### src/rtl/fap_pkg.sv
// Shared constants, types and timing for the flash program/erase host controller
package fap_pkg;
	localparam int CLK_MHZ = 25;
	localparam int ADDR_W = 17;
	localparam int T_VPP_RAMP_NS = 500;
	localparam int T_ADDR_SETUP_NS = 40;
	localparam int T_STROBE_NS = 120;
	localparam int T_HOLD_NS = 40;

	// Least times round up to whole cycles, never below one
	function automatic logic [7:0] fap_ns2cyc(input int ns);
		int v;
		v = (ns * CLK_MHZ + 999) / 1000;
		if (v < 1) begin
			v = 1;
		end
		return v[7:0];
	endfunction : fap_ns2cyc

	localparam logic [7:0] RAMP_CYC = fap_ns2cyc(T_VPP_RAMP_NS);
	localparam logic [7:0] SETUP_CYC = fap_ns2cyc(T_ADDR_SETUP_NS);
	localparam logic [7:0] STROBE_CYC = fap_ns2cyc(T_STROBE_NS);
	localparam logic [7:0] HOLD_CYC = fap_ns2cyc(T_HOLD_NS);
	localparam logic [7:0] CNT_ONE = 8'h01;

	localparam logic [7:0] CMD_ERASE = 8'h30;
	localparam logic [7:0] CMD_PROG = 8'h10;
	localparam logic [7:0] CMD_RESET = 8'hff;
	localparam logic [7:0] ERASED_BYTE = 8'hff;

	localparam int COMPLETION_POLARITY_BIT = 7;
	localparam int ALTERNATING_STATUS_BIT = 6;
	localparam int TIME_LIMIT_FAIL_BIT = 5;

	localparam logic [11:0] A_CTRL = 12'h000;
	localparam logic [11:0] A_ADDR = 12'h004;
	localparam logic [11:0] A_WDATA = 12'h008;
	localparam logic [11:0] A_STATUS = 12'h00c;
	localparam logic [11:0] A_RDATA = 12'h010;

	localparam int F_OP_MSB = 2;
	localparam int F_TOGGLE = 4;
	localparam int F_VPP = 8;
	localparam int F_BUSY = 0;
	localparam int F_DONE = 1;
	localparam int F_FAIL = 2;
	localparam int F_VERR = 3;
	localparam int F_VPP_OK = 4;

	typedef enum logic [2:0] {
		OP_NONE = 3'h0,
		OP_PROG = 3'h1,
		OP_ERASE = 3'h2,
		OP_READ = 3'h3,
		OP_RESET = 3'h4
	} fap_op_t;

	typedef struct packed {
		logic wr;
		logic [ADDR_W-1:0] addr;
		logic [7:0] data;
	} fap_cyc_req_t;

	typedef struct packed {
		logic ce_n;
		logic we_n;
		logic oe_n;
		logic [ADDR_W-1:0] addr;
		logic [7:0] dq_out;
		logic dq_oe;
	} fap_pins_t;

	typedef struct packed {
		logic psel;
		logic penable;
		logic pwrite;
		logic [11:0] paddr;
		logic [31:0] pwdata;
	} fap_apb_req_t;
endpackage : fap_pkg

### src/rtl/fap_cycle.sv
// One write or read cycle on the flash pins, timed in clock cycles
`timescale 1ns/1ps
`default_nettype none
module fap_cycle import fap_pkg::*; (
	input wire logic pclk,
	input wire logic presetn,
	input wire logic start,
	input wire fap_cyc_req_t req,
	input wire logic [7:0] dq_in,
	output logic busy,
	output logic done,
	output logic [7:0] rdata,
	output fap_pins_t pins
);
	typedef enum logic [3:0] {
		C_IDLE = 4'b0001,
		C_SETUP = 4'b0010,
		C_STROBE = 4'b0100,
		C_HOLD = 4'b1000
	} fap_cst_t;

	typedef struct packed {
		fap_cst_t state;
		logic [7:0] cnt;
		logic wr;
		fap_pins_t pins;
		logic [7:0] rdata;
		logic done;
	} fap_cyc_st_t;

	fap_cyc_st_t st;
	fap_cyc_st_t next_st;

	// Chip select falls first and rises last, so the write strobe edges decide latching
	always_comb begin
		next_st = st;
		next_st.done = 1'b0;
		case (st.state)
			C_IDLE: begin
				if (start) begin
					next_st.wr = req.wr;
					next_st.pins.ce_n = 1'b0;
					next_st.pins.addr = req.addr;
					next_st.pins.dq_out = req.data;
					next_st.pins.dq_oe = req.wr;
					next_st.cnt = SETUP_CYC;
					next_st.state = C_SETUP;
				end
			end
			C_SETUP: begin
				if (st.cnt > CNT_ONE) begin
					next_st.cnt = st.cnt - CNT_ONE;
				end else begin
					next_st.pins.we_n = !st.wr;
					next_st.pins.oe_n = st.wr;
					next_st.cnt = STROBE_CYC;
					next_st.state = C_STROBE;
				end
			end
			C_STROBE: begin
				if (st.cnt > CNT_ONE) begin
					next_st.cnt = st.cnt - CNT_ONE;
				end else begin
					// Sampled while the output gate is still low
					if (!st.wr) begin
						next_st.rdata = dq_in;
					end
					next_st.pins.we_n = 1'b1;
					next_st.pins.oe_n = 1'b1;
					next_st.cnt = HOLD_CYC;
					next_st.state = C_HOLD;
				end
			end
			C_HOLD: begin
				if (st.cnt > CNT_ONE) begin
					next_st.cnt = st.cnt - CNT_ONE;
				end else begin
					next_st.pins.ce_n = 1'b1;
					next_st.pins.dq_oe = 1'b0;
					next_st.done = 1'b1;
					next_st.state = C_IDLE;
				end
			end
			default: begin
				next_st.state = C_IDLE;
			end
		endcase
	end

	always_ff @(posedge pclk or negedge presetn) begin
		if (!presetn) begin
			st <= '{state: C_IDLE, cnt: 8'h00, wr: 1'b0,
				pins: '{ce_n: 1'b1, we_n: 1'b1, oe_n: 1'b1, addr: '0, dq_out: 8'h00, dq_oe: 1'b0},
				rdata: 8'h00, done: 1'b0};
		end else begin
			st <= next_st;
		end
	end

	assign busy = (st.state != C_IDLE);
	assign done = st.done;
	assign rdata = st.rdata;
	assign pins = st.pins;
endmodule : fap_cycle
`default_nettype wire

### src/rtl/fap_host.sv
// Host controller that programs and erases a parallel flash through its pins
`timescale 1ns/1ps
`default_nettype none
module fap_host import fap_pkg::*; #(
	parameter int ARRAY_BYTES = 131072
) (
	input wire logic pclk,
	input wire logic presetn,
	input wire fap_apb_req_t apb,
	output logic [31:0] prdata,
	output logic pready,
	output logic pslverr,
	input wire logic [7:0] flash_dq_in,
	output fap_pins_t flash_pins,
	output logic vpp_en
);
	localparam logic [ADDR_W-1:0] VLAST = ADDR_W'(ARRAY_BYTES - 1);
	localparam logic [ADDR_W-1:0] ADDR_ONE = 17'h00001;

	typedef enum logic [6:0] {
		S_IDLE = 7'b0000001,
		S_RAMP = 7'b0000010,
		S_SETUP = 7'b0000100,
		S_SECOND = 7'b0001000,
		S_POLL = 7'b0010000,
		S_VERIFY = 7'b0100000,
		S_READ = 7'b1000000
	} fap_hst_t;

	typedef struct packed {
		fap_hst_t state;
		fap_op_t op;
		logic toggle_mode;
		logic vpp_en;
		logic [7:0] vpp_cnt;
		logic [ADDR_W-1:0] addr;
		logic [7:0] wdata;
		logic [ADDR_W-1:0] vaddr;
		logic inflight;
		logic recheck;
		logic prev6;
		logic have_prev;
		logic done;
		logic fail;
		logic verify_err;
		logic [7:0] rdata;
		logic [31:0] prdata;
		logic pslverr;
	} fap_host_st_t;

	fap_host_st_t st;
	fap_host_st_t next_st;
	fap_cyc_req_t creq;
	logic cyc_start;
	logic cyc_busy;
	logic cyc_done;
	logic [7:0] cyc_rdata;
	logic vpp_ok;
	logic poll_match;

	function automatic logic fap_mapped(input logic [11:0] a);
		if (a == A_CTRL) begin
			return 1'b1;
		end else if (a == A_ADDR || a == A_WDATA) begin
			return 1'b1;
		end else if (a == A_STATUS || a == A_RDATA) begin
			return 1'b1;
		end else begin
			return 1'b0;
		end
	endfunction : fap_mapped

	fap_cycle u_cycle (
		.pclk(pclk),
		.presetn(presetn),
		.start(cyc_start),
		.req(creq),
		.dq_in(flash_dq_in),
		.busy(cyc_busy),
		.done(cyc_done),
		.rdata(cyc_rdata),
		.pins(flash_pins)
	);

	// The supply counts as settled only after its ramp time has run since enable
	assign vpp_ok = st.vpp_en && (st.vpp_cnt == RAMP_CYC);
	// Erase completes on a one in bit 7, programming on the written bit coming back
	assign poll_match = (st.op == OP_ERASE) ? cyc_rdata[COMPLETION_POLARITY_BIT] :
		(cyc_rdata[COMPLETION_POLARITY_BIT] == st.wdata[COMPLETION_POLARITY_BIT]);

	always_comb begin
		next_st = st;
		cyc_start = 1'b0;
		creq = '{wr: 1'b0, addr: st.addr, data: 8'h00};
		if (!st.vpp_en) begin
			next_st.vpp_cnt = 8'h00;
		end else if (st.vpp_cnt != RAMP_CYC) begin
			next_st.vpp_cnt = st.vpp_cnt + CNT_ONE;
		end
		if (apb.psel && !apb.penable) begin
			next_st.pslverr = !fap_mapped(apb.paddr);
			next_st.prdata = 32'h0000_0000;
			if (apb.paddr == A_CTRL) begin
				next_st.prdata[F_OP_MSB:0] = st.op;
				next_st.prdata[F_TOGGLE] = st.toggle_mode;
				next_st.prdata[F_VPP] = st.vpp_en;
			end else if (apb.paddr == A_ADDR) begin
				next_st.prdata[ADDR_W-1:0] = st.addr;
			end else if (apb.paddr == A_WDATA) begin
				next_st.prdata[7:0] = st.wdata;
			end else if (apb.paddr == A_STATUS) begin
				next_st.prdata[F_BUSY] = (st.state != S_IDLE);
				next_st.prdata[F_DONE] = st.done;
				next_st.prdata[F_FAIL] = st.fail;
				next_st.prdata[F_VERR] = st.verify_err;
				next_st.prdata[F_VPP_OK] = vpp_ok;
			end else if (apb.paddr == A_RDATA) begin
				next_st.prdata[7:0] = st.rdata;
			end
		end
		// Orders and settings are only taken while idle; a running sequence is never disturbed
		if (apb.psel && apb.penable && apb.pwrite && st.state == S_IDLE) begin
			if (apb.paddr == A_CTRL) begin
				next_st.toggle_mode = apb.pwdata[F_TOGGLE];
				next_st.vpp_en = apb.pwdata[F_VPP];
				next_st.op = fap_op_t'(apb.pwdata[F_OP_MSB:0]);
				next_st.done = 1'b0;
				next_st.fail = 1'b0;
				next_st.verify_err = 1'b0;
				case (apb.pwdata[F_OP_MSB:0])
					OP_PROG, OP_ERASE: begin
						next_st.vpp_en = 1'b1;
						next_st.state = S_RAMP;
					end
					OP_READ: begin
						next_st.state = S_READ;
					end
					OP_RESET: begin
						next_st.state = S_SETUP;
					end
					default: begin
						next_st.op = st.op;
						next_st.done = st.done;
						next_st.fail = st.fail;
						next_st.verify_err = st.verify_err;
					end
				endcase
			end else if (apb.paddr == A_ADDR) begin
				next_st.addr = apb.pwdata[ADDR_W-1:0];
			end else if (apb.paddr == A_WDATA) begin
				next_st.wdata = apb.pwdata[7:0];
			end
		end
		if (cyc_done) begin
			next_st.inflight = 1'b0;
		end
		case (st.state)
			S_IDLE: begin
			end
			S_RAMP: begin
				if (vpp_ok) begin
					next_st.state = S_SETUP;
				end
			end
			S_SETUP: begin
				creq.wr = 1'b1;
				if (st.op == OP_ERASE) begin
					creq.data = CMD_ERASE;
				end else if (st.op == OP_PROG) begin
					creq.data = CMD_PROG;
				end else begin
					creq.data = CMD_RESET;
				end
				if (cyc_done) begin
					next_st.state = S_SECOND;
				end
			end
			S_SECOND: begin
				creq.wr = 1'b1;
				if (st.op == OP_ERASE) begin
					creq.data = CMD_ERASE;
				end else if (st.op == OP_PROG) begin
					creq.data = st.wdata;
				end else begin
					creq.data = CMD_RESET;
				end
				if (cyc_done) begin
					next_st.recheck = 1'b0;
					next_st.have_prev = 1'b0;
					if (st.op == OP_RESET) begin
						next_st.done = 1'b1;
						next_st.state = S_IDLE;
					end else begin
						next_st.state = S_POLL;
					end
				end
			end
			S_POLL: begin
				if (cyc_done) begin
					next_st.rdata = cyc_rdata;
					next_st.prev6 = cyc_rdata[ALTERNATING_STATUS_BIT];
					next_st.have_prev = 1'b1;
					if (st.toggle_mode && !st.have_prev) begin
						next_st.state = S_POLL;
					end else if (st.toggle_mode ?
						(cyc_rdata[ALTERNATING_STATUS_BIT] == st.prev6) : poll_match) begin
						next_st.vaddr = '0;
						if (st.op == OP_ERASE) begin
							next_st.state = S_VERIFY;
						end else begin
							next_st.done = 1'b1;
							next_st.state = S_IDLE;
						end
					end else if (st.recheck) begin
						// Still busy on the read after the limit bit was seen: a real failure
						next_st.fail = 1'b1;
						next_st.done = 1'b1;
						next_st.state = S_IDLE;
					end else if (cyc_rdata[TIME_LIMIT_FAIL_BIT]) begin
						next_st.recheck = 1'b1;
					end
				end
			end
			S_VERIFY: begin
				creq.addr = st.vaddr;
				if (cyc_done) begin
					next_st.rdata = cyc_rdata;
					if (cyc_rdata != ERASED_BYTE) begin
						next_st.verify_err = 1'b1;
						next_st.fail = 1'b1;
						next_st.done = 1'b1;
						next_st.state = S_IDLE;
					end else if (st.vaddr == VLAST) begin
						next_st.done = 1'b1;
						next_st.state = S_IDLE;
					end else begin
						next_st.vaddr = st.vaddr + ADDR_ONE;
					end
				end
			end
			S_READ: begin
				if (cyc_done) begin
					next_st.rdata = cyc_rdata;
					next_st.done = 1'b1;
					next_st.state = S_IDLE;
				end
			end
			default: begin
				next_st.state = S_IDLE;
			end
		endcase
		// One pin cycle at a time; the completion pulse clears the flag
		if (st.state != S_IDLE && st.state != S_RAMP && !st.inflight && !cyc_busy) begin
			cyc_start = 1'b1;
			next_st.inflight = 1'b1;
		end
	end

	always_ff @(posedge pclk or negedge presetn) begin
		if (!presetn) begin
			st <= '{state: S_IDLE, op: OP_NONE, toggle_mode: 1'b0, vpp_en: 1'b0, vpp_cnt: 8'h00,
				addr: '0, wdata: 8'h00, vaddr: '0, inflight: 1'b0, recheck: 1'b0, prev6: 1'b0,
				have_prev: 1'b0, done: 1'b0, fail: 1'b0, verify_err: 1'b0, rdata: 8'h00,
				prdata: 32'h0000_0000, pslverr: 1'b0};
		end else begin
			st <= next_st;
		end
	end

	assign prdata = st.prdata;
	assign pready = apb.psel && apb.penable;
	assign pslverr = apb.psel && apb.penable && st.pslverr;
	assign vpp_en = st.vpp_en;

	property p_erase_setup;
		@(posedge pclk) disable iff (!presetn)
		cyc_start && st.state == S_SETUP && st.op == OP_ERASE |-> creq.wr && creq.data == CMD_ERASE;
	endproperty
	a_erase_setup: assert property (p_erase_setup) else $error("erase setup not 30h");

	property p_erase_go;
		@(posedge pclk) disable iff (!presetn)
		cyc_done && st.state == S_SETUP && st.op == OP_ERASE |=>
			st.state == S_SECOND ##1 (creq.wr && creq.data == CMD_ERASE);
	endproperty
	a_erase_go: assert property (p_erase_go) else $error("second erase write not 30h");

	property p_vpp_first;
		@(posedge pclk) disable iff (!presetn)
		cyc_start && creq.wr && st.op != OP_RESET |-> vpp_ok && $past(st.vpp_en, 2);
	endproperty
	a_vpp_first: assert property (p_vpp_first) else $error("write before supply ramp");

	property p_prog_setup;
		@(posedge pclk) disable iff (!presetn)
		cyc_start && st.state == S_SETUP && st.op == OP_PROG |-> creq.wr && creq.data == CMD_PROG;
	endproperty
	a_prog_setup: assert property (p_prog_setup) else $error("program setup not 10h");

	property p_prog_data;
		@(posedge pclk) disable iff (!presetn)
		cyc_start && st.state == S_SECOND && st.op == OP_PROG |->
			creq.addr == st.addr && creq.data == st.wdata ##1 flash_pins.ce_n == 1'b0;
	endproperty
	a_prog_data: assert property (p_prog_data) else $error("program cycle wrong");

	property p_recheck_data;
		@(posedge pclk) disable iff (!presetn)
		cyc_done && st.state == S_POLL && !st.toggle_mode && !st.recheck && !poll_match &&
			cyc_rdata[TIME_LIMIT_FAIL_BIT] |=> st.recheck && !st.fail && st.state == S_POLL;
	endproperty
	a_recheck_data: assert property (p_recheck_data) else $error("no bit 7 recheck");

	property p_recheck_tog;
		@(posedge pclk) disable iff (!presetn)
		cyc_done && st.state == S_POLL && st.toggle_mode && st.have_prev && !st.recheck &&
			cyc_rdata[ALTERNATING_STATUS_BIT] != st.prev6 && cyc_rdata[TIME_LIMIT_FAIL_BIT]
			|=> st.recheck && !st.fail ##1 st.state == S_POLL;
	endproperty
	a_recheck_tog: assert property (p_recheck_tog) else $error("no bit 6 recheck");

	property p_reset_twice;
		@(posedge pclk) disable iff (!presetn)
		cyc_done && st.state == S_SETUP && st.op == OP_RESET |=>
			st.state == S_SECOND && cyc_start && creq.wr && creq.data == CMD_RESET;
	endproperty
	a_reset_twice: assert property (p_reset_twice) else $error("reset not written twice");
endmodule : fap_host
`default_nettype wire

### config.mk
export PLATFORM = sky130hd
export DESIGN_NAME = fap_host
export DESIGN_NICKNAME = d
export VERILOG_FILES = /design/src/rtl/fap_pkg.sv /design/src/rtl/fap_cycle.sv /design/src/rtl/fap_host.sv
export SDC_FILE = /design/constraint.sdc
export NUM_CORES = 1
export LEC_CHECK = 0
export ABC_AREA = 1
export BUFFER_PORTS_ARGS = -buffer_cell sky130_fd_sc_hd__buf_2
export CORE_UTILIZATION = 40
export CTS_CLUSTER_SIZE = 16
export DETAILED_ROUTE_END_ITERATION = 12
export PLACE_DENSITY_LB_ADDON = 0.2
export SYNTH_ARGS = -nofsm -noshare
export SYNTH_HDL_FRONTEND = slang
export SYNTH_SLANG_ARGS = --single-unit
export TNS_END_PERCENT = 5
### constraint.sdc
create_clock -name pclk -period 4.1 [get_ports pclk]
set_input_delay 1.025 -clock pclk [delete_from_list [all_inputs] [get_ports pclk]]
set_output_delay 1.025 -clock pclk [all_outputs]
set_load 0.01 [all_outputs]
; Word-level counts from Yosys, hierarchy flattened
; Index checks and enable logic that the tools add are counted.
[op_classes]
multipliers = 0
muxes = 102
n_reduce_logical = 45
n_shift = 0
div_mod_pow = 0
n_bitwise = 4
add_sub_neg = 3
eq_ne = 46
n_lt_le_gt_ge = 1
[ops]
columns = operator, count
row1 = 17-bit two-way mux, 7
row2 = 8-bit two-way mux, 14
row3 = 7-bit two-way mux, 11
row4 = 7-bit case mux with 7 select lines, 1
row5 = 17-bit case mux with 2 select lines, 1
row6 = 8-bit case mux with 2 select lines, 2
row7 = 8-bit case mux with 4 select lines, 1
row8 = 1-bit two-way mux, 31
row9 = "12-bit by 4-bit == test with 1-bit output, second input constant", 2
row10 = 12-bit two-way mux, 2
row11 = 3-bit AND reduction, 8
row12 = 3-bit two-way mux, 7
row13 = 7-bit case mux with 3 select lines, 1
row14 = "2-bit != test, second input constant", 9
row15 = "17-bit by 1-bit adder with 17-bit output, second input constant", 1
row16 = "17-bit == test, second input constant", 1
row17 = 4-bit case mux with 4 select lines, 1
row18 = 5-bit two-way mux, 3
row19 = 14-bit two-way mux, 1
row20 = "12-bit by 3-bit == test with 1-bit output, second input constant", 1
row21 = "12-bit by 5-bit == test with 1-bit output, second input constant", 1
row22 = 12-bit zero test, 1
row23 = 2-bit two-way mux, 6
row24 = 4-bit two-way mux, 3
row25 = 43 further kinds, 85
[word_totals]
latchBits = 0
ramBits = 0
memories = 0
mem_bits_ro = 0
ff_bits = 146

; Depth between registers and ports, before layout
[logic_depth]
word_depth = 10
mapped_depth = 15
depth_no_buf = 15

; Cells and area by module
; From an unflattened synthesis, not the netlist that was laid out.
[hier_totals]
hier_cells = 1092
hier_area_um2 = 8391.8
[modules_own_cells]
columns = mod, n_inst, cells_per_inst, area_per_inst_um2
row1 = fap_host, 1, 775, 5706.7
row2 = fap_cycle, 1, 317, 2685.1

; Worst setup path before layout
; OpenSTA, ideal clock, no wires.
[synth_timing]
path_kind = input-to-output
from = input port apb[46] (netlist name)
to = output port pslverr
path_slack_ns = 1.839
arrival_ns = 1.236
stages = 2
required_time_ns = 3.075
path_cell_list = nand2_1 -> nor2_1
[synth_via]
elab_chain_cells = 2
[synth_lines]
columns = item, line_no
row1 = "start, declared", fap_host.sv:9  ; input wire fap_apb_req_t apb,
row2 = 1-bit logical AND (2 in a row), fap_host.sv:272  ; assign pslverr = apb.psel && apb.penable && st.pslverr;
row3 = "end, declared", fap_host.sv:12  ; output logic pslverr,
; Every way passes these cells.

==> qor.yml <==
core_sq_um: 20490
holdWs_ps: 461.5
antenna_found_initial: 0
dr.pass1.iters: 6
max_stage_delay_ps: 420
diodes: 0
post_cts_resized: 0
finalNetCount: 1181
cp-end-kind: "flop"
maxSlewHeadroom_pct: 50.46
seqCellArea_sq_um: 3660
io_pins: 121
synthCells: 1077
crit_type: "flop to flop"
multiInputGateArea_sq_um: 3852
area_growth_pct: 10.15
synth_area_leaders: "dfrtp_1 (42%), nand2_1 (14%), buf_4 (5.6%)"
tns_ps: 0
postCtsSetupBuffers: 0
rows: 52
yosysTopAreaCell: "dfrtp_1"
worstMarginPinSlew_ps: 743.1
leakagePower_uw: 0.004712
seq_area_frac_synth_pct: 43.17
gp_congestion: 0.9116
drt-initial-drc-count: 393
io_buffers: 90
cts_sinks: 146
layout.cells.most_common: "nand2_1"
reg2reg_slack_ps: 1210
crit_fanout: 5
path_buf_inv: 1
hp-class: "flop to flop"
grt_pass1_vias: 6669
synth_seq_cells: 146
post_drt_wl_per_cell_um: 14.78
fmax_mhz: 346.2
synth_cell_types: 42
cts_buffer_depth: 2
maxSlewViolCount: 0
powerDensity_nw_per_um2: 455.7
dr_total_vias: 6905
ys_warn_count: 0
tritoncts: "yes"
required_ps: 4390
pre_cts_ws_ps: 1251
hold_violations: 0
post-route-drc-count: 0
cp.arrival_ps: 3180
worst_slack_ps: 1212
die_width_um: 147.6
cts_root_buf: "clkbuf_16"
crit_slowest_cell: "dfrtp_1"
skew_ps: 9.292
stdcell_area_sq_um: 9339
final_antenna_net_count: 0
path_cells: "ha_1, nand2_1, nor3_1, nand2_1, nor4_1, ha_1, inv_1, nand4_1, nand2_1, nand2_1, nand2_1, nor2_1, a21oi_1"
place_area_sq_um: 8732
path_clk_slew_ps: 60
clk_latency_ps: 420
grt.total_usage_pct: 20.33
rsz0062_at_grt: "no"
max_cap_viol_count: 0
fin_crit_ps: 2888
dieArea_sq_um: 21780
setup_violations: 0
grt_pass1_wl_um: 34510
grt_overflow: 0
fp.dieH_um: 147.6
via_per_inst: 4.929
avgSynthCellArea_sq_um: 7.872
synth.cell_area_sq_um: 8478
crit_path_frequent_cell: "nand2_1"
cp_top_family: "simple AND/OR/NAND/NOR gates"
mostFrequentLayoutCells: "nand2_1 (327), dfrtp_1 (141), nor2_1 (95)"
yosys.area.top_type_share_pct: 41.62
drive_gt1_share_pct: 19.10
grt_start_max_net_pins: 80
htreeDepth: 4
status: "finished, final reports clean"
ir_drop_mv: 0.2540
crit_path_start_kind: "flop"
wl_um: 20710
initial_utilization_pct: 41.37
post-route-period-util_pct: 70.44
cts_hold_buffers: 0
hpwlAfterDp_um: 15680
cts_buffers: 17
nFillCells: 2081
==> Yosys cell counts (all sizes together) <==
| cell | number |
|---|---|
| nand2 | 344 |
| dfrtp | 141 |
| nor2 | 112 |
| inv | 102 |
| buf | 81 |
| nand3 | 80 |
| o21ai | 75 |
| a21oi | 27 |
| a31oi | 18 |
| nand4 | 18 |
| nor3 | 17 |
| xor2 | 14 |
| o211ai | 11 |
| mux2 | 9 |
| ha | 6 |
| dfstp | 5 |
| clkbuf | 4 |
| o22ai | 3 |
| o31ai | 3 |
| nor4 | 2 |
| clkinv | 1 |
| conb | 1 |
| o211a | 1 |
| o21bai | 1 |
| or2 | 1 |
==> cell families after synthesis <==
logic type	Yosys count	synth area share, %
DFF	146	43.17
muxes	9	1.195
adders and majority gates	6	0.8855
buffers and inverters	188	12.01
other	1	0.04423
xor gates and xnor gates	14	1.446
and+or+nand+nor	574	31.32
AOI/OAI and AO/OA	139	9.932
==> routing by layer <==
metal,GRT usage (%),wire [um],vias up
met5,0,0,-
met4,6.237,286,0
met3,3.086,772,25
met2,32.83,9734,139
met1,28.09,9914,3248
li1,-,-,3493
==> worst paths after layout <==
check,to,depth (start not counted),start
max reg2reg,st[109],13,st[48]
min,u_cycle.pins[28],2,u_cycle.pins[28]
min in group asynchronous,prdata[15],1,presetn
max in group asynchronous,u_cycle.st[47],2,presetn
max,st[109],13,st[48]
min reg2reg,u_cycle.pins[28],2,u_cycle.pins[28]
==> area by class of cell <==
type                    instances  share of cell area, %
multi-input cells             757                  41.25
flip-flops and latches        146                  39.19
repair buffers                 93                  5.265
clock buffers                  23                  5.118
inverters                     103                  4.180
well taps                     270                  3.617
clock inverters                 9                  1.380
==> worst reg2reg max path, stage by stage, from the launching register on <==
cell and delay [ps]:
dfrtp_1 420, ha_1 260, nand2_1 120, nor3_1 400, nand2_1 90, nor4_1 400, ha_1 320, inv_1 70
nand4_1 140, nand2_1 70, nand2_1 120, nand2_1 80, nor2_1 200, a21oi_1 90
==> registers in the layout (all words and copies together) (netlist names) <==
register       count
prdata            17
st                77
u_cycle.done       1
u_cycle.pins      29
u_cycle.rdata      8
u_cycle.st        13
vpp_en             1
==> power breakdown <==
group	internal, uW	switching [uW]
Sequential	1610	111
Clock	1000	600
Combinational	329	607
Total	2940	1320
==> stage by stage <==
stage               power (uW)  util, %  cells
floorplan                 2534        -   1091
CTS                       4296    45.57   1401
global placement          2670    42.61   1369
global route              4482    45.57   1401
finish                    4256    45.57   1401
detailed placement        2683    42.61   1369
Note: power is estimated with default switching activity, not from simulation.
